## src/verilog/hsc_pkg.sv

```systemverilog
// Package for the halt standby controller: constants, states and carriers
package hsc_pkg;
	// Avalon register word offsets (byte addresses)
	localparam logic [3:0] ADDR_CTRL = 4'h0;
	localparam logic [3:0] ADDR_STAT = 4'h4;
	localparam logic [3:0] ADDR_CSEL = 4'h8;
	localparam logic [3:0] ADDR_PORT = 4'hc;
	// Control register fields
	localparam int CTRL_HALT_BIT = 0;
	localparam int CTRL_GIE_BIT = 1;
	localparam int CTRL_WDT_OPT_BIT = 2;
	// Clock select field positions
	localparam int CSEL_CNTA_EXT = 0;
	localparam int CSEL_CNTB_EXT = 1;
	localparam int CSEL_TMA_CNTA = 2;
	localparam int CSEL_TMB_HS = 3;
	localparam int CSEL_TMB_DIV = 4;
	localparam int CSEL_WATCH_SUB = 5;
	localparam int CSEL_ASYNC_CNTA = 6;
	localparam int CSEL_SYNC_EXT = 7;
	localparam logic [7:0] CSEL_RESET = 8'h00;
	localparam logic [7:0] PORT_RESET = 8'h00;
	localparam logic [31:0] UNMAPPED_READ = 32'h0000_0000;
	// Wake-up waits in clocks; the upper figure of each range is used
	localparam int WAIT_VECTOR_MIN = 8;
	localparam int WAIT_VECTOR_MAX = 9;
	localparam int WAIT_RESUME_MIN = 2;
	localparam int WAIT_RESUME_MAX = 3;
	localparam logic [3:0] WAIT_VECTOR = 4'(WAIT_VECTOR_MAX);
	localparam logic [3:0] WAIT_RESUME = 4'(WAIT_RESUME_MAX);
	// Divider exponent for interval timer b from the internal oscillator
	localparam int INT_DIV_EXP = 7;

	typedef enum logic [1:0] {ST_RUN, ST_HALT, ST_WAIT} hsc_state_e;

	// Oscillator status inputs
	typedef struct packed {
		logic hs_run;
		logic int_run;
		logic cnta_run;
	} hsc_osc_s;

	// Peripheral run enables during halt
	typedef struct packed {
		logic counter_a;
		logic counter_b;
		logic interval_timer_a;
		logic interval_timer_b;
		logic watch;
		logic watchdog;
		logic async_port_a;
		logic async_port_b;
		logic clocked_serial_port;
	} hsc_periph_s;
endpackage

```

## src/verilog/hsc_top.sv

```systemverilog
// Halt standby controller top: bus slave, halt sequencer, clock gating
// Overview of operation
// RULE_01: In halt the processor clock enable is held off.
// RULE_02: Port latch outputs hold their value through halt.
// RULE_03: Counter a runs in halt without high-speed only on its pin.
// RULE_04: Counter b runs in halt without high-speed only on its pin.
// RULE_05: Timer a runs then only when fed by a running counter a.
// RULE_06: Timer b in halt depends on which oscillators run and its source.
// RULE_07: Watch timer runs then only from the subsystem clock.
// RULE_08: Non-stoppable option keeps the watchdog running with the osc.
// RULE_09: Stoppable option stops the watchdog for all of halt.
// RULE_10: Async ports run then only from a running counter a output.
// RULE_11: Clocked serial port runs then only from its external clock pin.
// RULE_12: Any unmasked interrupt request ends halt.
// RULE_13: With global enable set the wake leads to vectored servicing.
// RULE_14: With global enable clear execution resumes at the next step.
// RULE_15: Vectored wake inserts a wait of 8 or 9 clocks.
// RULE_16: Non-vectored wake inserts a wait of 2 or 3 clocks.
// RULE_17: External reset ends halt and restarts from the reset vector.
//
// Added by the designer: the Avalon-MM slave port and the register addresses.
`timescale 1ns/10ps
module hsc_top #(
	parameter int NIRQ = 8
) (
	input wire logic core_clk_i,
	input wire logic rst_i,
	input wire logic [3:0] avs_address_i,
	input wire logic avs_read_i,
	input wire logic avs_write_i,
	input wire logic [31:0] avs_writedata_i,
	output logic [31:0] avs_readdata_o,
	output logic avs_waitrequest_o,
	input wire logic [NIRQ-1:0] irq_req_i,
	input wire logic [NIRQ-1:0] irq_mask_i,
	input wire logic hs_run_i,
	input wire logic int_run_i,
	input wire logic cnta_run_i,
	output logic cpu_clk_en_o,
	output logic vector_take_o,
	output logic resume_o,
	output logic reset_vector_o,
	output logic [7:0] port_o,
	output hsc_pkg::hsc_periph_s periph_run_o
);
	hsc_pkg::hsc_state_e state, next_state;
	logic [3:0] wait_cnt, next_wait_cnt;
	logic gie, next_gie;
	logic wdt_opt, next_wdt_opt;
	logic [7:0] csel, next_csel;
	logic [7:0] port_latch, next_port_latch;
	logic vec_pend, next_vec_pend;
	logic ack, next_ack;
	logic bus_wait, next_bus_wait;
	logic [31:0] rdata, next_rdata;
	logic cpu_en, next_cpu_en;
	logic vec_pulse, next_vec_pulse;
	logic res_pulse, next_res_pulse;
	logic rvec, next_rvec;
	logic [2:0] osc_sync;
	hsc_pkg::hsc_osc_s osc;
	hsc_pkg::hsc_periph_s run_comb;
	logic wake;
	logic access;
	logic halt_cmd;

	// Oscillator status comes from another clock world
	hsc_sync #(
		.WIDTH(3)
	) u_sync (
		.core_clk_i(core_clk_i),
		.rst_i(rst_i),
		.d_i({hs_run_i, int_run_i, cnta_run_i}),
		.q_o(osc_sync)
	);
	assign osc = hsc_pkg::hsc_osc_s'(osc_sync);

	hsc_gate u_gate (
		.halted_i(state == hsc_pkg::ST_HALT),
		.osc_i(osc),
		.csel_i(csel),
		.wdt_opt_i(wdt_opt),
		.run_o(run_comb)
	);

	// Wake and halt requests, decoded from this cycle's inputs
	assign wake = |(irq_req_i & ~irq_mask_i); // RULE_12
	assign access = (avs_read_i || avs_write_i) && !ack;
	assign halt_cmd = access && avs_write_i &&
		avs_address_i == hsc_pkg::ADDR_CTRL &&
		avs_writedata_i[hsc_pkg::CTRL_HALT_BIT];

	// Bus slave: one wait cycle, then acknowledge
	always_comb begin
		next_ack = access;
		next_bus_wait = !access; // Registered stall, never from a gate
		next_gie = gie;
		next_wdt_opt = wdt_opt;
		next_csel = csel;
		next_port_latch = port_latch;
		next_rdata = rdata;
		if (access && avs_write_i) begin
			unique case (avs_address_i)
				hsc_pkg::ADDR_CTRL: begin
					next_gie = avs_writedata_i[hsc_pkg::CTRL_GIE_BIT];
					next_wdt_opt = avs_writedata_i[hsc_pkg::CTRL_WDT_OPT_BIT];
				end
				hsc_pkg::ADDR_CSEL: next_csel = avs_writedata_i[7:0];
				// Port writes outside ST_RUN are refused, so the latch is frozen
				hsc_pkg::ADDR_PORT: begin
					if (state == hsc_pkg::ST_RUN)
						next_port_latch = avs_writedata_i[7:0]; // RULE_02
				end
				default: ;
			endcase
		end
		if (access && avs_read_i) begin
			unique case (avs_address_i)
				hsc_pkg::ADDR_CTRL: next_rdata = {29'h0, wdt_opt, gie, 1'b0};
				hsc_pkg::ADDR_STAT: next_rdata = {24'h0, wait_cnt,
					osc_sync, state == hsc_pkg::ST_HALT};
				hsc_pkg::ADDR_CSEL: next_rdata = {24'h0, csel};
				hsc_pkg::ADDR_PORT: next_rdata = {24'h0, port_latch};
				default: next_rdata = hsc_pkg::UNMAPPED_READ;
			endcase
		end
	end

	// Halt sequencer
	always_comb begin
		next_state = state;
		next_wait_cnt = wait_cnt;
		next_vec_pend = vec_pend;
		next_cpu_en = cpu_en;
		next_vec_pulse = 1'b0;
		next_res_pulse = 1'b0;
		next_rvec = 1'b0;
		unique case (state)
			hsc_pkg::ST_RUN: begin
				next_cpu_en = 1'b1;
				if (halt_cmd && !wake) begin
					next_state = hsc_pkg::ST_HALT;
					next_cpu_en = 1'b0; // RULE_01
				end
			end
			hsc_pkg::ST_HALT: begin
				next_cpu_en = 1'b0; // RULE_01
				if (wake) begin
					next_state = hsc_pkg::ST_WAIT;
					next_vec_pend = gie; // RULE_13 RULE_14
					next_wait_cnt = gie ? hsc_pkg::WAIT_VECTOR - 4'h1
						: hsc_pkg::WAIT_RESUME - 4'h1; // RULE_15 RULE_16
				end
			end
			hsc_pkg::ST_WAIT: begin
				if (wait_cnt == 4'h0) begin
					next_state = hsc_pkg::ST_RUN;
					next_cpu_en = 1'b1;
					next_vec_pulse = vec_pend; // RULE_13
					next_res_pulse = !vec_pend; // RULE_14
				end else begin
					next_wait_cnt = wait_cnt - 4'h1;
				end
			end
		endcase
	end

	// Reset aborts halt and raises the reset vector request
	always_ff @(posedge core_clk_i or posedge rst_i) begin
		if (rst_i) begin
			state <= hsc_pkg::ST_RUN; // RULE_17
			wait_cnt <= 4'h0;
			vec_pend <= 1'b0;
			cpu_en <= 1'b0;
			vec_pulse <= 1'b0;
			res_pulse <= 1'b0;
			rvec <= 1'b1; // RULE_17
			ack <= 1'b0;
			bus_wait <= 1'b1;
			gie <= 1'b0;
			wdt_opt <= 1'b0;
			csel <= hsc_pkg::CSEL_RESET;
			port_latch <= hsc_pkg::PORT_RESET;
			rdata <= '0;
			periph_run_o <= '0;
		end else begin
			state <= next_state;
			wait_cnt <= next_wait_cnt;
			vec_pend <= next_vec_pend;
			cpu_en <= next_cpu_en;
			vec_pulse <= next_vec_pulse;
			res_pulse <= next_res_pulse;
			rvec <= next_rvec;
			ack <= next_ack;
			bus_wait <= next_bus_wait;
			gie <= next_gie;
			wdt_opt <= next_wdt_opt;
			csel <= next_csel;
			port_latch <= next_port_latch;
			rdata <= next_rdata;
			periph_run_o <= run_comb;
		end
	end

	assign cpu_clk_en_o = cpu_en;
	assign vector_take_o = vec_pulse;
	assign resume_o = res_pulse;
	assign reset_vector_o = rvec;
	assign port_o = port_latch;
	assign avs_readdata_o = rdata;
	// Waitrequest is low only in the acknowledge cycle
	assign avs_waitrequest_o = bus_wait;

	// Cycles spent in the wake wait, for the bound check only
	int unsigned halt_len;
	always_ff @(posedge core_clk_i or posedge rst_i) begin
		if (rst_i)
			halt_len <= 0;
		else
			halt_len <= (state == hsc_pkg::ST_WAIT) ? halt_len + 1 : 0;
	end
endmodule

```

## src/verilog/hsc_sync.sv

```systemverilog
// Two-flop synchroniser for pin-level inputs
`timescale 1ns/10ps
module hsc_sync #(
	parameter int WIDTH = 1
) (
	input wire logic core_clk_i,
	input wire logic rst_i,
	input wire logic [WIDTH-1:0] d_i,
	output logic [WIDTH-1:0] q_o
);
	logic [WIDTH-1:0] meta;
	logic [WIDTH-1:0] next_meta;
	logic [WIDTH-1:0] next_q;

	// First stage feeds only the second
	always_comb begin
		next_meta = d_i;
		next_q = meta;
	end

	always_ff @(posedge core_clk_i or posedge rst_i) begin
		if (rst_i) begin
			meta <= '0;
			q_o <= '0;
		end else begin
			meta <= next_meta;
			q_o <= next_q;
		end
	end
endmodule

```

## src/verilog/hsc_gate.sv

```systemverilog
// Peripheral enable decision while halted from oscillator status and clock select
`timescale 1ns/10ps
module hsc_gate (
	input wire logic halted_i,
	input wire hsc_pkg::hsc_osc_s osc_i,
	input wire logic [7:0] csel_i,
	input wire logic wdt_opt_i,
	output hsc_pkg::hsc_periph_s run_o
);
	logic hs;
	logic cnta_on;

	assign hs = osc_i.hs_run;
	// Counter a output is usable only while it counts off its own pin
	assign cnta_on = osc_i.cnta_run && csel_i[hsc_pkg::CSEL_CNTA_EXT];

	// Outside halt everything runs; in halt the clock sources decide
	always_comb begin
		run_o = '1;
		if (halted_i) begin
			run_o.counter_a = hs || csel_i[hsc_pkg::CSEL_CNTA_EXT]; // RULE_03
			run_o.counter_b = hs || csel_i[hsc_pkg::CSEL_CNTB_EXT]; // RULE_04
			run_o.interval_timer_a = hs ||
				(csel_i[hsc_pkg::CSEL_TMA_CNTA] && cnta_on); // RULE_05
			// Both running: any source works
			if (hs && osc_i.int_run)
				run_o.interval_timer_b = 1'b1; // RULE_06
			else if (hs)
				run_o.interval_timer_b = csel_i[hsc_pkg::CSEL_TMB_HS];
			else if (osc_i.int_run)
				run_o.interval_timer_b = csel_i[hsc_pkg::CSEL_TMB_DIV];
			else
				run_o.interval_timer_b = 1'b0;
			run_o.watch = hs || csel_i[hsc_pkg::CSEL_WATCH_SUB]; // RULE_07
			// Stoppable option stops it regardless of the oscillator
			run_o.watchdog = !wdt_opt_i && osc_i.int_run; // RULE_08 RULE_09
			run_o.async_port_a = hs ||
				(csel_i[hsc_pkg::CSEL_ASYNC_CNTA] && cnta_on); // RULE_10
			run_o.async_port_b = hs ||
				(csel_i[hsc_pkg::CSEL_ASYNC_CNTA] && cnta_on); // RULE_10
			run_o.clocked_serial_port = hs ||
				csel_i[hsc_pkg::CSEL_SYNC_EXT]; // RULE_11
		end
	end
endmodule

```

## config.mk

```make
export PLATFORM = sky130hd
export DESIGN_NAME = hsc_top
export DESIGN_NICKNAME = d
export VERILOG_FILES = /design/src/verilog/hsc_pkg.sv /design/src/verilog/hsc_top.sv /design/src/verilog/hsc_sync.sv /design/src/verilog/hsc_gate.sv
export SDC_FILE = /design/constraint.sdc
export NUM_CORES = 1
export LEC_CHECK = 0
export ABC_AREA = 1
export BUFFER_PORTS_ARGS = -buffer_cell sky130_fd_sc_hd__buf_2
export CELL_PAD_IN_SITES_DETAIL_PLACEMENT = 1
export CELL_PAD_IN_SITES_GLOBAL_PLACEMENT = 1
export CORE_MARGIN = 4
export CORE_UTILIZATION = 37
export CTS_CLUSTER_DIAMETER = 30
export DETAILED_ROUTE_END_ITERATION = 7
export PLACE_DENSITY = 0.92
export RECOVER_POWER = 100
export SLEW_MARGIN = 15
export SYNTH_ARGS = -nofsm -noshare
export SYNTH_HDL_FRONTEND = slang
export SYNTH_HIERARCHICAL = 1
export SYNTH_SLANG_ARGS = --single-unit
```

## constraint.sdc

```tcl
create_clock -name core_clk_i -period 3.2 [get_ports core_clk_i]
set_clock_uncertainty 0.15 [all_clocks]
set_input_delay 0.16 -clock core_clk_i [delete_from_list [all_inputs] [get_ports core_clk_i]]
set_output_delay 0.16 -clock core_clk_i [all_outputs]
set_load 0.05 [all_outputs]
```

After elaboration in Yosys (flattened, before gate mapping)
Cells that the tools add are included.
{ "op_classes": {"reduce_logical": 34, "n_eq_ne": 9, "addsub": 1, "bitwise_logic": 2, "mux": 20} }
{ "op_table": {"columns": ["cell", "count"], "rows": [
  ["$pmux W8 S4", 1],
  ["$mux W4", 3],
  ["$logic_and A1 B1 Y1", 11],
  ["$mux W1", 9],
  ["$mux W9", 1],
  ["$reduce_and A3 Y1", 3],
  ["$and A8 B8 Y8", 1],
  ["$eq A4 B4 Y1 const B", 2],
  ["$logic_not A4 Y1", 2],
  ["$not A8 Y8", 1],
  ["$pmux W4 S2", 1],
  ["$reduce_or A8 Y1", 1],
  ["$logic_or A1 B1 Y1", 7],
  ["$mux W2", 3],
  ["$ne A2 B2 Y1 const B", 3],
  ["$pmux W2 S3", 1],
  ["$reduce_and A2 Y1", 3],
  ["$logic_not A1 Y1", 5],
  ["$eq A4 B3 Y1 const B", 1],
  ["$sub A4 B1 Y4 const B", 1],
  ["$pmux W1 S3", 1],
  ["$eq A2 B1 Y1 const B", 1],
  ["$eq A2 B2 Y1 const B", 1],
  ["$logic_not A2 Y1", 1],
  ["2 further kinds", 2]
]} }
{ "word_totals": {"out_inout_bits": 54, "register_bits": 78, "input_bits": 59, "word_cells": 91} }

Longest topological paths before layout
{ "depth": {"depth_word": 8, "mapped_depth": 11, "depth_no_buf": 11} }

By module
Netlist, hierarchy kept.
{ "by_module_without_submodules": {"columns": ["mod", "n_inst", "seq_area_each_um2", "area_each_um2", "cells_per_inst"], "rows": [
  ["hsc_top", 1, 1203.7, 2456.1, 275],
  ["hsc_sync", 1, 150.1, 153.9, 7],
  ["hsc_gate", 1, 0.0, 91.3, 20]
]} }

Worst setup path before layout
Ideal clock, no wire load.
{ "synth_timing": {"kind": "register to register", "start": "register state[0]", "end": "register wait_cnt[3]", "path_slack_ns": 1.708, "setup_ns": 0.123, "required_ns": 2.927, "n_path_buf": 1, "stages_incl_launch_ff": 9, "period_less_slack_ns": 1.492, "arrival_ns": 1.219, "cell_sequence": "dfrtp_1 -> inv_1 -> ha_1 -> buf_2 -> nand3_1 -> o21a_1 -> nand2_2 -> nor2_1 -> a21oi_1"} }
{ "synth_between": {"elab_chain_cells": 3, "word_cells_on_any_way": 7, "cone_classes": "eq/ne (4); mux (1); reduce/logical (2)"} }
{ "synth_lines": {"columns": ["item", "line_no", "source"], "rows": [
  ["start, declared", "hsc_top.sv:46", "hsc_pkg::hsc_state_e state, next_state;"],
  ["start signal, assigned", "hsc_top.sv:171", "state <= hsc_pkg::ST_RUN;"],
  ["start signal, assigned", "hsc_top.sv:187", "state <= next_state;"],
  ["$eq A2 B2 Y1 or $eq A2 B1 Y1 (tied branches)", "hsc_top.sv:138", "unique case (state)"],
  ["$ne A2 B2 Y1 (no source line) or $reduce_bool A2 Y1 (tied branches)", null, null],
  ["$reduce_and A3 Y1 (no source line)", null, null],
  ["end signal, assigned", "hsc_top.sv:188", "wait_cnt <= next_wait_cnt;"],
  ["end, declared", "hsc_top.sv:47", "logic [3:0] wait_cnt, next_wait_cnt;"]
]} }
Several ways; a longest one is shown, not always the timed one.
A chain may end at the register's enable or synchronous reset.

==> out/results.txt <==
H-tree depth = 2
Placer congestion estimate = 0.799
Status = complete, but fails checks
Max Transition Viols Final = 49
Power per cell area = 768 nW/µm²
Yosys warns = 6
EDFF count, synth = 0
CP cell instances = dlygate4sd3_1 > clkbuf_1 > inv_1
Hold buffer count at cts = 10
Seq/Total Area, Yosys = 50.1%
Grt total ovfl = 0
Root Driver = clkbuf_8
Detailed-route DRC error count = 0
Wire length per cell = 14.3 µm
CTS sink cnt = 54
Post-synth top cells = nand2_1 (90), dfrtp_1 (52), inv_1 (31)
Fraction of layout cells with a size suffix above 1 = 16.3%
Internal = 1.32 mW
Std cell rows = 30
CTS tree = yes
Max_cap viols = 1
Sequential Power Share = 40.0%
Minimum clock period = 2.20 ns
Crit Path Class = in -> async
Worst VDD drop = 0.000379 V
CTS buffer count = 5
Synth top area share = 48.2%
Synth cell types = 32
Post-CTS Resized = 0
Largest net degree at the start of global routing = 49
Mapped cell area = 2700 µm²
Clock Latency Late Sink = 0.31 ns
Synth Area per Inst = 8.94 µm²
Initial Utilization = 38.9%
Via Count = 2185
Layout area overhead = 15.1%
Class of the worst hold path = in -> reg
Crit start category = input pin
Area after DPL = 3020 µm²
FF-to-FF End = wait_cnt[3]$_DFFE_PP0P_
Crit path required time = 3.13 ns
Die Width = 93.4 µm
Top-count cell post-synth = nand2_1
Final cycle utilization of the critical path = 68.6%
Max incr delay on CP = 1.29 ns
Postcts setup bufs = 0
Filler-free cell count of the finished design = 476
Vias per cell = 4.59
Routed wire length = 6.80 mm
Achievable clock frequency = 0.456 GHz
Crit. End Element = asynchronous set/reset pin
Cell taking the most area after synthesis = dfrtp_1
Switching share of total power = 44.6%
CP top delay family = buffers and inverters
R2r startpoint = state[1]$_DFFE_PP0P_
Clock Power Share = 20.5%
Final hold vios = 0
Router iterations before antenna repair = 4
Final Util = 44.8%
Vias in the first global route = 2353
Initial antenna violation count = 0
CP Launch Point = rst_i
Async set or reset register ratio after synthesis = 100%
Final setup vio count = 0
Primary FF master, synth = dfrtp_1
Io pins = 113
Slew margin rel. = -22.3%
Worst Max-Slew Pin Slew = 1.83 ns
Fin Setup TNS = 0 ns
I/O Buffers = 64
DRT iter0 DRCs = 95
Net switching power = 1.07 mW
Final cell area excluding filler cells = 3110 µm²
Clock Tree Buf Depth = 2
Post-route ant nets = 0
DIE AREA = 8730 µm²
Nets@finish = 443
Setup slack, reg-to-reg = 1.34 ns
Crit path capture = resume_o$_DFF_PP0_
Total track usage = 16.5%
Hold depth = 3
CP Depth = 3
WP data arrival = 2.12 ns
CP max-delay cell = inv_1
Ant diodes = 0
Core area = 6940 µm²
Die Span Y = 93.4 µm
Post-DP HPWL = 5.24 mm
Power share of the combinational group = 39.5%
Flip-flop and latch count after synthesis = 54
Dpl cells = 458
RSZ-0062 raised after global routing = no
Post-synthesis cell count = 302
Failing checks = max-capacitance violations, max-slew violations
Crit Path Max Fanout = 48
Global-route wire length before repair = 11.2 mm
Area contributors post-synth = dfrtp_1 (48%), nand2_1 (13%), buf_4 (6.9%)
Reg2reg path depth = 6
P_leak = 1.63 nW
Worst path bufs/invs = 3
Clk slew on worst S/H paths = 0.10 ns
[per-layer routing]
layer,share of wire [%],track usage [%],vias up
met3,5.4,2.90,5
met1,40,19.8,1079
met5,0,0,-
li1,-,-,1037
met4,1.0,3.91,0
met2,54,30.3,64
[how the worst min path moves through the flow]
stage                                  start                       end  slack, ns
after floorplan                        rst_i  u_sync/meta[0]$_DFF_PP0_      -0.20
final                     avs_writedata_i[0]     port_o[0]$_DFFE_PP0P_       0.02
after detailed placement               rst_i  u_sync/meta[1]$_DFF_PP0_      -0.05
after global placement                 rst_i  u_sync/meta[2]$_DFF_PP0_      -0.07
after global routing      avs_writedata_i[0]     port_o[0]$_DFFE_PP0P_       0.02
after CTS                 avs_writedata_i[0]       csel[0]$_DFFE_PP0P_      0.007
[cell type report]
cell class,instances,area [µm²]
repair buffers,74,382
clock buffers,6,82.6
flip-flops and latches,54,1350
clock inverters,2,38.8
fillers,893,3830
multi-input cells,204,983
well taps,96,120
inverters,40,150
[flip-flops by register name, indices dropped and copies added (netlist names)]
register,cells
ack,1
avs_readdata_o,8
avs_waitrequest_o,1
cpu_clk_en_o,1
csel,8
gie,1
periph_run_o,9
port_o,8
reset_vector_o,1
resume_o,1
state,2
u_sync/meta,3
u_sync/q_o,3
vec_pend,1
vector_take_o,1
wait_cnt,4
wdt_opt,1
[stage by stage]
| step | total power [mW] | hold WS [ns] | setup WS (ns) |
|---|---|---|---|
| final | 2.39 | 0.0159 | 1.00 |
| after global routing | 2.55 | 0.0185 | 0.588 |
| after CTS | 2.49 | 0.00740 | 1.29 |
| after detailed placement | 1.99 | -0.0548 | 1.34 |
| after global placement | 1.92 | -0.0693 | 1.47 |
| after floorplan | 1.74 | -0.199 | 1.71 |
[kinds of logic (layout without fill, tap and decap cells)]
kind of cell             after synthesis  after routing  synth area share [%]
AND/OR/NAND/NOR                      133            133                  22.1
buffers and inverters                 68            122                  13.5
flip-flops                            54             54                  50.1
AO/OA/AOI/OAI                         34             34                  8.99
multiplexers                           6              6                  2.50
adder cells (fa/ha/maj)                5              5                  2.32
other                                  1             25                 0.139
XOR/XNOR                               1              1                 0.324
[worst min-delay path, delay by kind of cell]
family	cells	cell delay, ns
AOI/OAI and AO/OA	1	0.14
buffers and inverters	2	0.15
[layout by cell type (no fill, tap or decap), drive strengths merged, types with 3 or more instances in the layout]
| master | instances |
|---|---|
| nand3 | 15 |
| o21ai | 27 |
| mux2 | 6 |
| dfrtp | 52 |
| clkbuf | 37 |
| ha | 5 |
| nor2 | 18 |
| inv | 41 |
| conb | 25 |
| dlygate4sd3 | 10 |
| a21oi | 3 |
| buf | 33 |
| nand2 | 97 |
[power by group through the flow]
stage / Clock (mW) / Combinational (mW) / Sequential (mW)
6_report: 0.489 / 0.943 / 0.956
3_3_place_gp: 0 / 0.963 / 0.955
2_1_floorplan: 0 / 0.508 / 1.23
4_1_cts: 0.502 / 1.03 / 0.956
3_5_place_dp: 0 / 1.02 / 0.968
5_1_grt: 0.525 / 1.05 / 0.979
No activity file was read; power rests on OpenSTA's default activity.
